## src/logic/ppl_consts.svh

```systemverilog
// Register offsets, field positions, reset values and timing counts of the pin block.
// Definitions only; included by bare name from every design file that needs them.
`ifndef PPL_CONSTS_SVH
`define PPL_CONSTS_SVH
`define PPL_CLK_NS       40
`define PPL_PULSE_NS     30000
`define PPL_PULSE_CYC    ((`PPL_PULSE_NS + `PPL_CLK_NS - 1) / `PPL_CLK_NS)
`define PPL_PWM_W        24
`define PPL_ADDR_W       5
`define PPL_OFF_CFG      5'h00
`define PPL_OFF_P1PER    5'h04
`define PPL_OFF_P1DUTY   5'h08
`define PPL_OFF_P2PER    5'h0C
`define PPL_OFF_P2DUTY   5'h10
`define PPL_OFF_STATUS   5'h14
`define PPL_OFF_EVENT    5'h18
`define PPL_OFF_CMD      5'h1C
`define PPL_P1_FUNC_LSB  0
`define PPL_P1_INV       2
`define PPL_P1_OSEL_LSB  3
`define PPL_P2_FUNC_LSB  8
`define PPL_P2_INV       10
`define PPL_P2_OSEL_LSB  11
`define PPL_CFG_MASK     32'h0000_1F1F
`define PPL_CFG_RST      32'h0000_0000
`define PPL_PWM_RST      32'h0000_0000
`define PPL_ST_PROT      0
`define PPL_ST_IN1       1
`define PPL_ST_IN2       2
`define PPL_ST_OUTON     3
`define PPL_ST_PULSE     4
`define PPL_EV_CLR       0
`define PPL_EV_SENT      1
`define PPL_CMD_CLR      0
`endif

```

## src/logic/ppl_pkg.sv

```systemverilog
// Types shared by the pin block: pin functions, output choices, pulse states.
// Assumes nothing of its surroundings.
`default_nettype none
package ppl_pkg;
	typedef enum logic [1:0] {
		PPL_FN_PROT = 2'b00,
		PPL_FN_IN   = 2'b01,
		PPL_FN_OUT  = 2'b10
	} ppl_func_t;
	typedef enum logic [1:0] {
		PPL_OS_FALSE = 2'b00,
		PPL_OS_TRUE  = 2'b01,
		PPL_OS_PWM   = 2'b10
	} ppl_osel_t;
	typedef enum logic {
		PPL_PULSE_IDLE  = 1'b0,
		PPL_PULSE_DRIVE = 1'b1
	} ppl_pulse_t;
endpackage
`default_nettype wire

```

## src/logic/ppl_pwm_if.sv

```systemverilog
// Link between the pin logic and one PWM generator.
// Assumes both ends run on the same clock.
`default_nettype none
interface ppl_pwm_if #(
	parameter int W = 24
);
	logic [W-1:0] period;	// Period in clocks; zero stops the wave.
	logic [W-1:0] duty;	// Clocks per period at logic 1.
	logic         wave;	// Logic value of the wave.
	modport gen (input period, input duty, output wave);
	modport user (output period, output duty, input wave);
endinterface
`default_nettype wire

```

## src/logic/ppl_pin_sync.sv

```systemverilog
// Two-flop synchroniser for the pin inputs.
// Assumes the pins are asynchronous to clock and idle high.
`default_nettype none
module ppl_pin_sync #(
	parameter int W = 2
) (
	input  wire logic         clock,	// System clock.
	input  wire logic         rst,	// Asynchronous reset, active high.
	input  wire logic [W-1:0] din,	// Raw pin levels.
	output logic      [W-1:0] dout	// Synchronised levels.
);
	logic [W-1:0] meta_reg;
	logic [W-1:0] sync_reg;

	// Only the second stage is read, so metastability never reaches logic.
	always_ff @(posedge clock or posedge rst) begin
		if (rst) begin
			meta_reg <= '1;
			sync_reg <= '1;
		end else begin
			meta_reg <= din;
			sync_reg <= meta_reg;
		end
	end

	assign dout = sync_reg;
endmodule // ppl_pin_sync
`default_nettype wire

```

## src/logic/ppl_pwm.sv

```systemverilog
// PWM generator producing a logic wave of programmable period and duty.
// Assumes period and duty come from registers on the same clock.
`default_nettype none
module ppl_pwm #(
	parameter int W = 24
) (
	input  wire logic clock,	// System clock.
	input  wire logic rst,	// Asynchronous reset, active high.
	ppl_pwm_if.gen    bus	// Settings in, wave out.
);
	logic [W-1:0] cnt_reg;
	logic [W-1:0] cnt_next;
	logic         wave_reg;
	logic         wave_next;
	logic         wrap;

	// Wrap also when the period is shortened below the running count.
	assign wrap      = (bus.period == '0) || (cnt_reg >= (bus.period - {{(W-1){1'b0}}, 1'b1}));
	assign cnt_next  = wrap ? '0 : (cnt_reg + {{(W-1){1'b0}}, 1'b1});
	assign wave_next = (bus.period != '0) && (cnt_reg < bus.duty);

	// Counter and registered wave.
	always_ff @(posedge clock or posedge rst) begin
		if (rst) begin
			cnt_reg  <= '0;
			wave_reg <= 1'b0;
		end else begin
			cnt_reg  <= cnt_next;
			wave_reg <= wave_next;
		end
	end

	assign bus.wave = wave_reg;
endmodule // ppl_pwm
`default_nettype wire

```

## src/logic/ppl_top.sv

```systemverilog
// Logic of the two multi-function pins: protection clear and protection state.
// Assumes an Avalon-MM master on clock, pads that resolve pinXOut and pinXOe,
// and protection and output-switch signals from logic on the same clock.
//
// Behaviour
// - Pin one: clear, level input or output.
// - Pin two: state, level input or output.
// - Per-pin invert, default off, flips all senses.
// - Output true drives logic 1, low uninverted.
// - Output false drives logic 0, high uninverted.
// - Output may be 1, 0 or PWM.
// - Input mode reports the detected logic value.
// - Clear mode pin is both input and output.
// - Valid pulse clears latched protection.
// - Pulse low phase at least 30 us.
// - Pulse out on off-to-on after release.
// - State pin high unprotected, low protected.
// - Inverted state pin is exact complement.
// - Pulses are high-to-low, active phase low.
`default_nettype none
`include "ppl_consts.svh"

module ppl_top
	import ppl_pkg::*;
#(
	parameter int PULSE_CYC = `PPL_PULSE_CYC,	// Clocks of a valid pulse.
	parameter int PW        = `PPL_PWM_W	// Width of the PWM settings.
) (
	input  wire logic                   clock,	// System clock, 25 MHz.
	input  wire logic                   rst,	// Asynchronous reset, active high.
	input  wire logic [`PPL_ADDR_W-1:0] avs_address,	// Byte address.
	input  wire logic                   avs_read,	// Read request.
	input  wire logic                   avs_write,	// Write request.
	input  wire logic [31:0]            avs_writedata,	// Write data.
	input  wire logic [3:0]             avs_byteenable,	// Byte lanes of a write.
	output logic      [31:0]            avs_readdata,	// Read data.
	output logic                        avs_waitrequest,	// Stall while high.
	input  wire logic                   protectTrip,	// Protection event, sets latch.
	input  wire logic                   outputOn,	// Output switch state.
	input  wire logic                   pin1In,	// Level on pin one.
	output logic                        pin1Out,	// Level driven on pin one.
	output logic                        pin1Oe,	// Pin one driven while high.
	input  wire logic                   pin2In,	// Level on pin two.
	output logic                        pin2Out,	// Level driven on pin two.
	output logic                        pin2Oe,	// Pin two driven while high.
	output logic                        protectActive,	// Latched protection state.
	output logic                        pinClearPulse,	// Pin cleared protection.
	output logic                        pin1Level,	// Detected logic on pin one.
	output logic                        pin2Level	// Detected logic on pin two.
);

	localparam int CW = $clog2(PULSE_CYC + 1);

	// Merges write data into a word under the byte enables.
	function automatic logic [31:0] beMerge(
		input logic [31:0] old,
		input logic [31:0] wd,
		input logic [3:0]  be
	);
		logic [31:0] res;
		res = old;
		for (int i = 0; i < 4; i++) begin
			if (be[i]) begin
				res[8*i +: 8] = wd[8*i +: 8];
			end
		end
		return res;
	endfunction

	// Maps a logic value to a pin level; logic 1 is the low level uninverted.
	// The same mapping turns a pin level back into its logic value.
	function automatic logic pinLevel(input logic val, input logic inv);
		return inv ? val : ~val;
	endfunction

	// Logic value of a pin in general output mode.
	function automatic logic outValue(input ppl_osel_t sel, input logic wave);
		logic res;
		res = 1'b0;
		case (sel)
			PPL_OS_TRUE:  res = 1'b1;
			PPL_OS_FALSE: res = 1'b0;
			PPL_OS_PWM:   res = wave;
			default:      res = 1'b0;
		endcase
		return res;
	endfunction

	logic [31:0]  cfg_reg;
	logic [31:0]  cfg_next;
	logic [PW-1:0] p1Per_reg;
	logic [PW-1:0] p1Per_next;
	logic [PW-1:0] p1Duty_reg;
	logic [PW-1:0] p1Duty_next;
	logic [PW-1:0] p2Per_reg;
	logic [PW-1:0] p2Per_next;
	logic [PW-1:0] p2Duty_reg;
	logic [PW-1:0] p2Duty_next;
	logic [1:0]   ev_reg;
	logic [1:0]   ev_next;
	logic         waitReq_reg;
	logic         waitReq_next;
	logic [31:0]  readData_reg;
	logic [31:0]  readData_next;
	logic         protect_reg;
	logic         protect_next;
	logic         onPrev_reg;
	ppl_pulse_t   pulse_reg;
	ppl_pulse_t   pulse_next;
	logic [CW-1:0] outCnt_reg;
	logic [CW-1:0] outCnt_next;
	logic [CW-1:0] lowCnt_reg;
	logic [CW-1:0] lowCnt_next;
	logic         pin1Out_reg;
	logic         pin1Oe_reg;
	logic         pin2Out_reg;
	logic         pin2Oe_reg;
	logic         clrPulse_reg;
	logic         lvl1_reg;
	logic         lvl2_reg;
	logic [1:0]   pinSync;

	ppl_pwm_if #(.W(PW)) pwm1 ();
	ppl_pwm_if #(.W(PW)) pwm2 ();

	// Pins are asynchronous, so nothing below looks at them before two flops.
	ppl_pin_sync #(.W(2)) uSync (
		.clock (clock),
		.rst   (rst),
		.din   ({pin2In, pin1In}),
		.dout  (pinSync)
	);

	ppl_pwm #(.W(PW)) uPwm1 (
		.clock (clock),
		.rst   (rst),
		.bus   (pwm1.gen)
	);

	ppl_pwm #(.W(PW)) uPwm2 (
		.clock (clock),
		.rst   (rst),
		.bus   (pwm2.gen)
	);

	assign pwm1.period = p1Per_reg;
	assign pwm1.duty   = p1Duty_reg;
	assign pwm2.period = p2Per_reg;
	assign pwm2.duty   = p2Duty_reg;

	// Bus decode: a request is answered one cycle after it is first seen.
	wire reqNew  = (avs_read | avs_write) & waitReq_reg;
	wire wrAcc   = avs_write & ~waitReq_reg;
	wire selCfg  = (avs_address == `PPL_OFF_CFG);
	wire selP1P  = (avs_address == `PPL_OFF_P1PER);
	wire selP1D  = (avs_address == `PPL_OFF_P1DUTY);
	wire selP2P  = (avs_address == `PPL_OFF_P2PER);
	wire selP2D  = (avs_address == `PPL_OFF_P2DUTY);
	wire selStat = (avs_address == `PPL_OFF_STATUS);
	wire selEvt  = (avs_address == `PPL_OFF_EVENT);
	wire selCmd  = (avs_address == `PPL_OFF_CMD);

	// Configuration fields.
	wire ppl_func_t p1Func = ppl_func_t'(cfg_reg[`PPL_P1_FUNC_LSB +: 2]);
	wire ppl_func_t p2Func = ppl_func_t'(cfg_reg[`PPL_P2_FUNC_LSB +: 2]);
	wire ppl_osel_t p1Osel = ppl_osel_t'(cfg_reg[`PPL_P1_OSEL_LSB +: 2]);
	wire ppl_osel_t p2Osel = ppl_osel_t'(cfg_reg[`PPL_P2_OSEL_LSB +: 2]);
	wire            p1Inv  = cfg_reg[`PPL_P1_INV];
	wire            p2Inv  = cfg_reg[`PPL_P2_INV];

	// Logic values seen on the pins after inversion.
	wire p1InLogic = pinLevel(pinSync[0], p1Inv);
	wire p2InLogic = pinLevel(pinSync[1], p2Inv);

	// Pulse detection on pin one. Our own outgoing pulse is masked, otherwise
	// the device would clear itself with the pulse it sends.
	wire detEn    = (p1Func == PPL_FN_PROT) & ~pin1Oe_reg;
	wire lowSat   = (lowCnt_reg == CW'(PULSE_CYC));
	wire pulseOk  = detEn & p1InLogic & (lowCnt_reg == CW'(PULSE_CYC - 1));
	wire clrByPin = pulseOk & protect_reg & ~protectTrip;
	wire swClr    = wrAcc & selCmd & avs_byteenable[0] & avs_writedata[`PPL_CMD_CLR];

	// Count consecutive active-low samples; saturation makes a pulse fire once.
	assign lowCnt_next = (~detEn | ~p1InLogic) ? '0 :
			lowSat ? lowCnt_reg : (lowCnt_reg + {{(CW-1){1'b0}}, 1'b1});

	// A new trip wins over any clear in the same cycle.
	assign protect_next = protectTrip | (protect_reg & ~clrByPin & ~swClr);

	// Outgoing pulse starts on the switch going on with protection released.
	wire onRise     = outputOn & ~onPrev_reg;
	wire pulseStart = (pulse_reg == PPL_PULSE_IDLE) & onRise & ~protect_reg &
			(p1Func == PPL_FN_PROT);
	wire outLast    = (outCnt_reg == CW'(PULSE_CYC - 1));

	// Outgoing pulse sequencer; a change of function aborts the pulse.
	always_comb begin
		pulse_next  = pulse_reg;
		outCnt_next = outCnt_reg;
		case (pulse_reg)
			PPL_PULSE_IDLE: begin
				outCnt_next = '0;
				if (pulseStart) begin
					pulse_next = PPL_PULSE_DRIVE;
				end
			end
			PPL_PULSE_DRIVE: begin
				outCnt_next = outCnt_reg + {{(CW-1){1'b0}}, 1'b1};
				if (outLast || (p1Func != PPL_FN_PROT)) begin
					pulse_next  = PPL_PULSE_IDLE;
					outCnt_next = '0;
				end
			end
			default: begin
				pulse_next  = PPL_PULSE_IDLE;
				outCnt_next = '0;
			end
		endcase
	end

	// Pin one drive: pulses in clear mode, constant drive in output mode.
	wire p1Drive = (p1Func == PPL_FN_OUT) |
			((p1Func == PPL_FN_PROT) & (pulse_reg == PPL_PULSE_DRIVE));
	wire p1Logic = (p1Func == PPL_FN_OUT) ? outValue(p1Osel, pwm1.wave) : 1'b1;

	// Pin two drive: protection state, or output mode; input mode releases it.
	wire p2Drive = (p2Func == PPL_FN_PROT) | (p2Func == PPL_FN_OUT);
	wire p2Logic = (p2Func == PPL_FN_PROT) ? protect_reg :
			outValue(p2Osel, pwm2.wave);

	// Sticky events: the set wins over a write-one-to-clear in the same cycle.
	wire [1:0] evSet = {pulseStart, clrByPin};
	wire [1:0] evClr = (wrAcc & selEvt & avs_byteenable[0]) ? avs_writedata[1:0] : 2'h0;
	assign ev_next = (ev_reg & ~evClr) | evSet;

	// Register writes commit at the edge on which the master sees waitrequest low.
	// The PWM fields are sliced from named merged words, as a call cannot be indexed.
	wire [31:0] p1PerMrg  = beMerge(32'(p1Per_reg), avs_writedata, avs_byteenable);
	wire [31:0] p1DutyMrg = beMerge(32'(p1Duty_reg), avs_writedata, avs_byteenable);
	wire [31:0] p2PerMrg  = beMerge(32'(p2Per_reg), avs_writedata, avs_byteenable);
	wire [31:0] p2DutyMrg = beMerge(32'(p2Duty_reg), avs_writedata, avs_byteenable);
	assign cfg_next    = (wrAcc & selCfg) ?
			(beMerge(cfg_reg, avs_writedata, avs_byteenable) & `PPL_CFG_MASK) : cfg_reg;
	assign p1Per_next  = (wrAcc & selP1P) ?
			p1PerMrg[PW-1:0] : p1Per_reg;
	assign p1Duty_next = (wrAcc & selP1D) ?
			p1DutyMrg[PW-1:0] : p1Duty_reg;
	assign p2Per_next  = (wrAcc & selP2P) ?
			p2PerMrg[PW-1:0] : p2Per_reg;
	assign p2Duty_next = (wrAcc & selP2D) ?
			p2DutyMrg[PW-1:0] : p2Duty_reg;

	// Status shows live state; unmapped and write-only words read as zero.
	wire [31:0] statusWord =
			(32'(protect_reg) << `PPL_ST_PROT) |
			(32'(lvl1_reg) << `PPL_ST_IN1) |
			(32'(lvl2_reg) << `PPL_ST_IN2) |
			(32'(onPrev_reg) << `PPL_ST_OUTON) |
			(32'(pulse_reg == PPL_PULSE_DRIVE) << `PPL_ST_PULSE);
	wire [31:0] rdMux = selCfg  ? cfg_reg :
			selP1P  ? 32'(p1Per_reg) :
			selP1D  ? 32'(p1Duty_reg) :
			selP2P  ? 32'(p2Per_reg) :
			selP2D  ? 32'(p2Duty_reg) :
			selStat ? statusWord :
			selEvt  ? {30'h0, ev_reg} :
			32'h0;
	assign waitReq_next  = ~reqNew;
	assign readData_next = (avs_read & waitReq_reg) ? rdMux : readData_reg;

	// Bus handshake and register file.
	always_ff @(posedge clock or posedge rst) begin
		if (rst) begin
			waitReq_reg  <= 1'b1;
			readData_reg <= 32'h0;
			cfg_reg      <= `PPL_CFG_RST;
			p1Per_reg    <= PW'(`PPL_PWM_RST);
			p1Duty_reg   <= PW'(`PPL_PWM_RST);
			p2Per_reg    <= PW'(`PPL_PWM_RST);
			p2Duty_reg   <= PW'(`PPL_PWM_RST);
			ev_reg       <= 2'h0;
		end else begin
			waitReq_reg  <= waitReq_next;
			readData_reg <= readData_next;
			cfg_reg      <= cfg_next;
			p1Per_reg    <= p1Per_next;
			p1Duty_reg   <= p1Duty_next;
			p2Per_reg    <= p2Per_next;
			p2Duty_reg   <= p2Duty_next;
			ev_reg       <= ev_next;
		end
	end

	// Protection latch, pulse detector and pulse sequencer.
	always_ff @(posedge clock or posedge rst) begin
		if (rst) begin
			protect_reg  <= 1'b0;
			onPrev_reg   <= 1'b0;
			pulse_reg    <= PPL_PULSE_IDLE;
			outCnt_reg   <= '0;
			lowCnt_reg   <= CW'(PULSE_CYC);
			clrPulse_reg <= 1'b0;
		end else begin
			protect_reg  <= protect_next;
			onPrev_reg   <= outputOn;
			pulse_reg    <= pulse_next;
			outCnt_reg   <= outCnt_next;
			lowCnt_reg   <= lowCnt_next;
			clrPulse_reg <= clrByPin;
		end
	end

	// Registered pin drivers; the inversion applies to every level and pulse.
	always_ff @(posedge clock or posedge rst) begin
		if (rst) begin
			pin1Out_reg <= 1'b1;
			pin1Oe_reg  <= 1'b0;
			pin2Out_reg <= 1'b1;
			pin2Oe_reg  <= 1'b0;
			lvl1_reg    <= 1'b0;
			lvl2_reg    <= 1'b0;
		end else begin
			pin1Out_reg <= pinLevel(p1Logic, p1Inv);
			pin1Oe_reg  <= p1Drive;
			pin2Out_reg <= pinLevel(p2Logic, p2Inv);
			pin2Oe_reg  <= p2Drive;
			lvl1_reg    <= p1InLogic;
			lvl2_reg    <= p2InLogic;
		end
	end

	assign avs_readdata    = readData_reg;
	assign avs_waitrequest = waitReq_reg;
	assign pin1Out         = pin1Out_reg;
	assign pin1Oe          = pin1Oe_reg;
	assign pin2Out         = pin2Out_reg;
	assign pin2Oe          = pin2Oe_reg;
	assign protectActive   = protect_reg;
	assign pinClearPulse   = clrPulse_reg;
	assign pin1Level       = lvl1_reg;
	assign pin2Level       = lvl2_reg;

endmodule // ppl_top
`default_nettype wire

```

## config.mk

```make
export PLATFORM = sky130hd
export DESIGN_NAME = ppl_top
export DESIGN_NICKNAME = d
export VERILOG_FILES = /design/src/logic/ppl_pkg.sv /design/src/logic/ppl_pwm_if.sv /design/src/logic/ppl_pin_sync.sv /design/src/logic/ppl_pwm.sv /design/src/logic/ppl_top.sv
export VERILOG_INCLUDE_DIRS = /design/src /design/src/logic
export SDC_FILE = /design/constraint.sdc
export NUM_CORES = 1
export LEC_CHECK = 0
export CAP_MARGIN = 30
export CORE_MARGIN = 5
export CORE_UTILIZATION = 28
export DETAILED_ROUTE_END_ITERATION = 12
export DONT_BUFFER_PORTS = 1
export SLEW_MARGIN = 10
export SYNTH_ARGS = -nofsm -noshare
export SYNTH_HDL_FRONTEND = slang
export SYNTH_HIERARCHICAL = 1
export SYNTH_SLANG_ARGS = --single-unit
```

## constraint.sdc

```tcl
create_clock -name clock -period 7.3 [get_ports clock]
set_input_delay 0.365 -clock clock [delete_from_list [all_inputs] [get_ports clock]]
set_output_delay 0.365 -clock clock [all_outputs]
set_load 0.1 [all_outputs]
```

* Word-level counts from Yosys, hierarchy flattened
Cells that the tools add are included.
** Storage, ports and cells
- Word-level logic and storage cells :: 166
- Output and inout port bits :: 41
- Bits of input ports :: 49
- Flip-flop bits (word level) :: 225
** Cells by class
- Equal/unequal tests :: 17
- Bitwise gates (word level) :: 52
- Reductions and logical operators :: 27
- Add/sub/neg operators :: 6
- $lt $le $gt $ge :: 4
- Mux-type cells :: 25
** Operator list (count)
- 24-bit 2-to-1 mux :: 7
- 24-bit by 1-bit adder with 24-bit output, second input constant :: 2
- 24-bit greater-or-equal comparator :: 2
- 24-bit logical NOT :: 2
- 24-bit < comparator :: 2
- 24-bit nonzero test :: 2
- 24-bit by 1-bit subtractor with 24-bit output, second input constant :: 2
- 10-bit == test, second input constant :: 3
- 10-bit 2-to-1 mux :: 3
- 2-bit AND reduction :: 14
- 1-bit bitwise AND :: 25
- 10-bit by 1-bit adder with 10-bit output, second input constant :: 2
- 5-bit == test, second input constant :: 4
- 10-bit case mux with 2 select lines :: 1
- 1-bit inverter :: 15
- 5-bit by 4-bit == test with 1-bit output, second input constant :: 2
- 2-bit == test, second input constant :: 4
- 1-bit 2-to-1 mux :: 8
- 1-bit case mux with 2 select lines :: 3
- 5-bit by 3-bit == test with 1-bit output, second input constant :: 1
- 5-bit logical NOT :: 1
- 5-bit 2-to-1 mux :: 1
- 1-bit bitwise OR :: 5
- 4-bit by 5-bit bitwise OR with 5-bit output :: 1
- other kinds (13) :: 19

* Logic depth before layout (Yosys ltp)
- Depth in word-level cells :: 10
- Mapped depth :: 15
- Depth with buffers taken out :: 13

* Hierarchy
Netlist, hierarchy kept.
** By module, submodules not included
- ppl_top :: seq. area each 4091.4 µm², cells an instance 631, area each 7659.8 µm², instances 1
- ppl_pwm at uPwm1 :: seq. area each 625.6 µm², cells an instance 328, area each 2817.7 µm², instances 1
- ppl_pwm at uPwm2 :: seq. area each 625.6 µm², cells an instance 327, area each 2798.9 µm², instances 1
- ppl_pin_sync :: seq. area each 105.1 µm², cells an instance 5, area each 108.9 µm², instances 1

* Least setup slack after synthesis
No wires, ideal clock.
- Path kind :: flip-flop to flip-flop
- Start point :: reg p2Per_reg[0]
- End point :: reg uPwm2.cnt_reg[10]
- Period minus slack after synthesis :: 3.652 ns
- Cell stages (with the launch flop) :: 15
- Slack :: 3.648 ns
- Library setup time :: 0.125 ns
- Data required time :: 7.175 ns
- Arrival time :: 3.528 ns
- Path buffers :: 2
- Path through :: dfrtp_1 > inv_1 > ha_1 > or4b_4 > or3_1 > buf_6 > nor3_1 > xnor2_1 > ha_1 > nand4_1 > nor3_1 > or4b_1 > a31oi_1 > buf_2 > nor3_1
** Between the ends
- Cells in the longest elaborated chain, start to end :: 4
- Elaborated cells on any way between the ends :: 5
- Those cells by class :: add/sub: 1; order compare: 1; mux: 1; reduce/logical: 2
** Ends and longest elaborated chain
- start, declared :: RTL line ppl_top.sv:95 : logic [PW-1:0] p2Per_reg;
- start signal, assigned :: RTL line ppl_top.sv:279 : p2Per_reg <= PW'(`PPL_PWM_RST);
- start signal, assigned :: RTL line ppl_top.sv:288 : p2Per_reg <= p2Per_next;
- 24-bit by 1-bit subtractor with 24-bit output :: RTL line ppl_pwm.sv:18 : assign wrap = (bus.period == '0) || (cnt_reg >= (bus.period - {{(W-1){1'b0}}, 1'b1}));
- 24-bit greater-or-equal comparator :: RTL line ppl_pwm.sv:18
- 1-bit logical OR (*) :: RTL line ppl_pwm.sv:18
- 24-bit 2-to-1 mux (*) :: RTL line ppl_pwm.sv:19 : assign cnt_next = wrap ? '0 : (cnt_reg + {{(W-1){1'b0}}, 1'b1});
- net uPwm2.cnt_next[10] :: RTL line ppl_pwm.sv:12 : logic [W-1:0] cnt_next;
- end signal, assigned :: RTL line ppl_pwm.sv:28 : cnt_reg <= cnt_next;
- end, declared :: RTL line ppl_pwm.sv:11 : logic [W-1:0] cnt_reg;
The timed path passes the listed nets; every way through them passes the cells marked *.
A chain may end at the register's enable or synchronous reset.

* Worst setup path in the final report
- Start point :: reg p2Per_reg[0]
- End point :: reg uPwm2.cnt_reg[18]
The elaborated chain is that of the path after synthesis.

==> reports/metrics.cfg <==
[outcome]
run_status = finished clean

[routing]
ant_nets = 0
drt_first_pass_iters = 5
detail_route.wl_per_cell_um = 18.5
total_detailed_routing_wirelength_um = 36300
num_vias = 9998
vias_per_cell = 5.10
dr.first_iter.drc_count = 773
detail_route.drc_violations = 0

[worst_hold_path]
worstHoldPathType = in2reg
holdCritStartpoint = avs_writedata[1]
whs_path_depth = 2
hold_path_end = ev_reg[1]

[timing]
grt_setup_unrepaired = no
layout_worst_path_cycle_share_pct = 60.6
timing.fmax_ghz = 0.226
worst_slew_pin_slew_ns = 1.03
final-hold-violation-count = 0
finalWorstSetupSlack_ns = 2.88
fin_skew_ns = 0.0166
setup_viol = 0
min_period_ns = 4.42
finalSetupTns_ns = 0
slew_viol_final = 0
maxSlewHeadroom_pct = 31.6

[power]
switching_power_w = 0.00123
pwr-share-seq_pct = 42.3
vdd_ir_drop_max_uv = 220
static_leakage_power_nw = 6.67
clk_pwr_share_pct = 33.2
combinationalPowerShare_pct = 24.5
internal_power_w = 0.00238
switching_share_pct = 34.1
p_per_area_nw_per_um2 = 237

[worst_setup_path]
critical_path.most_common_cell = nor3_1
type_of_the_worst_setup_path = reg2reg
reg_to_reg_start = p2Per_reg[0]
path_cells = inv_1 > ha_1 > or4b_4 > or3_1 > nor3_1 > xnor2_1 > ha_1 > nand4_1 > nor3_1 > or4b_1 > a31oi_2 > buf_8 > nor3_1
worst_ep_arrival_time_ns = 4.80
worstRegToRegCells = 13
worstReg2RegEnd = uPwm2/cnt_reg[18]
worst_ep_required_ns = 7.67
slowest_delay_ns = 0.59
worst-path-max-fanout = 14
setup.worst_path.end_class = flip-flop
worstSetupStartpointType = flip-flop
reg2reg_slack_ns = 2.88
critPathSlowestCell = a31oi_2

[cells_and_area]
final_core_util_pct = 32.1
stdcell_area_um2 = 15200
layout.cells.most_common_list = dfrtp_1 (203), ha_1 (109), nand2_1 (84), inv_1 (80), mux2_2 (76)
syn2layout_area_growth_pct = 13.9
layout.cells.most_common = dfrtp_1
share_of_post_route_cells_with_drive_strength_above_1_pct = 15.4
final_std_cells_w_o_fill = 1960
finish.net_count = 1482
fillers = 4810

[floorplan]
fp-row-count = 80
fp.dieArea_um2 = 52300
core_um2 = 47500
die_outline_width_um = 229
die_height_um = 229
number_of_placed_i_o_pins = 90
initial_core_util_pct = 28.2

[placed_design]
place_congestion = 0.842
pre_cts_ws_ns = 2.89
detailed_place.area_um2 = 14100
place_inst = 1879
hpwlAfterDp_um = 27500
port_buffers = 0

[synthesis]
postSynthRegisterBits = 217
post_synthesis_sequential_area_ratio_pct = 40.7
synth_top_area_share_pct = 38.0
post_synthesis_instance_total = 1291
synthFlopType = dfrtp_1
synth_warnings = 6
synth-async-reset-ratio_pct = 100
synth_enable_flop_cells = 0
synth_area_leaders = dfrtp_1 (38%), ha_1 (10%), mux2_2 (6.4%)
yosysUniqueCellTypes = 85
mappedNetlistArea_um2 = 13400
postSynthAreaPerCell_um2 = 10.4
yosysTopAreaCell = dfrtp_1

[clock_tree]
buffer_type_at_the_clock_tree_root = clkbuf_16
tritoncts = yes
cts_repair_resize_count = 0
tritoncts.num_buffers = 23
clk_path_buf_depth = 3
worst_setup_hold_path_clk_slew_ns = 0.06
clock_sinks = 217
htree_levels = 1
insertion_delay_ns = 0.54

[grt]
maximum_number_of_pins_on_one_net_before_global_route_repair = 70
grt_overflow_total = 0
use_met2_pct = 20.6
grt_util_met3_pct = 3.66
gr-usage-met1_pct = 19.5
grt_pass1_vias = 10056
grt_first_pass_wirelength_um = 57800
grt_antenna_before_repair = 8
top_usage_layer = met2
grtUsageTotal_pct = 13.6

[job]
max_cap_viol_count = 0

-- worst max-delay path, delay by kind of cell, from the launching register on --
family                     cells  cell delay [ns]
buffers and inverters          2             0.36
DFF                            1             0.42
and+or+nand+nor                7             2.32
adders and majority gates      2             0.48
xor gates and xnor gates       1             0.09
AOI/OAI and AO/OA              1             0.59
-- stage by stage --
stage,power [W],hold WS [ns]
floorplan,0.00218,0.320
global placement,0.00234,0.333
detailed placement,0.00239,0.208
CTS,0.00362,0.00929
global route,0.00381,0.0204
finish,0.00361,0.0224
-- cell families (layout without fill, tap and decap cells) --
group                      Yosys count  count (layout)  synth area share [%]
muxes                              110             110                  9.90
adders and majority gates          109             109                  10.2
other                                1              12                0.0280
buffers and inverters              130             173                  4.42
AOI/OAI and AO/OA                  195             195                  9.68
xor gates and xnor gates           103             103                  6.74
DFF                                217             217                  40.7
and+or+nand+nor                    426             426                  18.3
-- repair_timing --
item | 4_1_cts | 5_1_grt
endpoints found under the hold margin | 201 | 0
setup buffers | 0 | 0
hold buffers | 31 | 0
-- cell usage after synthesis (all sizes together) (38+ instances only) --
| cell | instances |
|---|---|
| dfrtp | 203 |
| ha | 109 |
| nor4 | 41 |
| nor3 | 54 |
| inv | 81 |
| nand3 | 38 |
| nor2 | 80 |
| a21oi | 51 |
| o21ai | 50 |
| mux2 | 107 |
| nand2 | 86 |
| xnor2 | 66 |
-- area by class of cell --
class | instances | area, um2 | area share, %
clock inverter | 9 | 103 | 0.673
clock buffer | 33 | 653 | 4.28
antenna | 4 | 10.0 | 0.0657
timing repair buffer | 50 | 569 | 3.73
sequential | 217 | 5450 | 35.7
multi-input combinational | 951 | 7380 | 48.4
inverter | 81 | 309 | 2.03
tap | 615 | 769 | 5.05
-- metal layers --
metal / share of wire (%) / vias to the layer above / wire length [um]
met5: 0.066 / - / 24
met4: 2.3 / 4 / 842
met3: 6.7 / 61 / 2450
met2: 43 / 261 / 15500
met1: 48 / 4951 / 17500
li1: - / 4721 / -
-- power by group through the flow --
stage | registers, W | logic, W | clock network (W)
final | 0.00153 | 0.000882 | 0.00120
after floorplan | 0.00150 | 0.000676 | 0
after global placement | 0.00156 | 0.000788 | 0
after detailed placement | 0.00155 | 0.000842 | 0
after CTS | 0.00153 | 0.000872 | 0.00122
after global routing | 0.00154 | 0.000994 | 0.00127
-- how the worst max path moves through the flow --
| stage | slack, ns | end | cells after the start | startpoint |
|---|---|---|---|---|
| finish | 2.88 | uPwm2/cnt_reg[18] | 13 | p2Per_reg[0] |
| global route | 2.58 | uPwm2/cnt_reg[18] | 13 | p2Per_reg[0] |
| CTS | 2.91 | uPwm2/cnt_reg[21] | 13 | p2Per_reg[0] |
| detailed placement | 2.89 | uPwm2/cnt_reg[11] | 13 | p2Per_reg[0] |
| global placement | 2.79 | uPwm2/cnt_reg[19] | 12 | p2Per_reg[0] |
| floorplan | 2.55 | avs_readdata[0] | 1 | rst |
No activity file was read; power rests on OpenSTA's default activity.
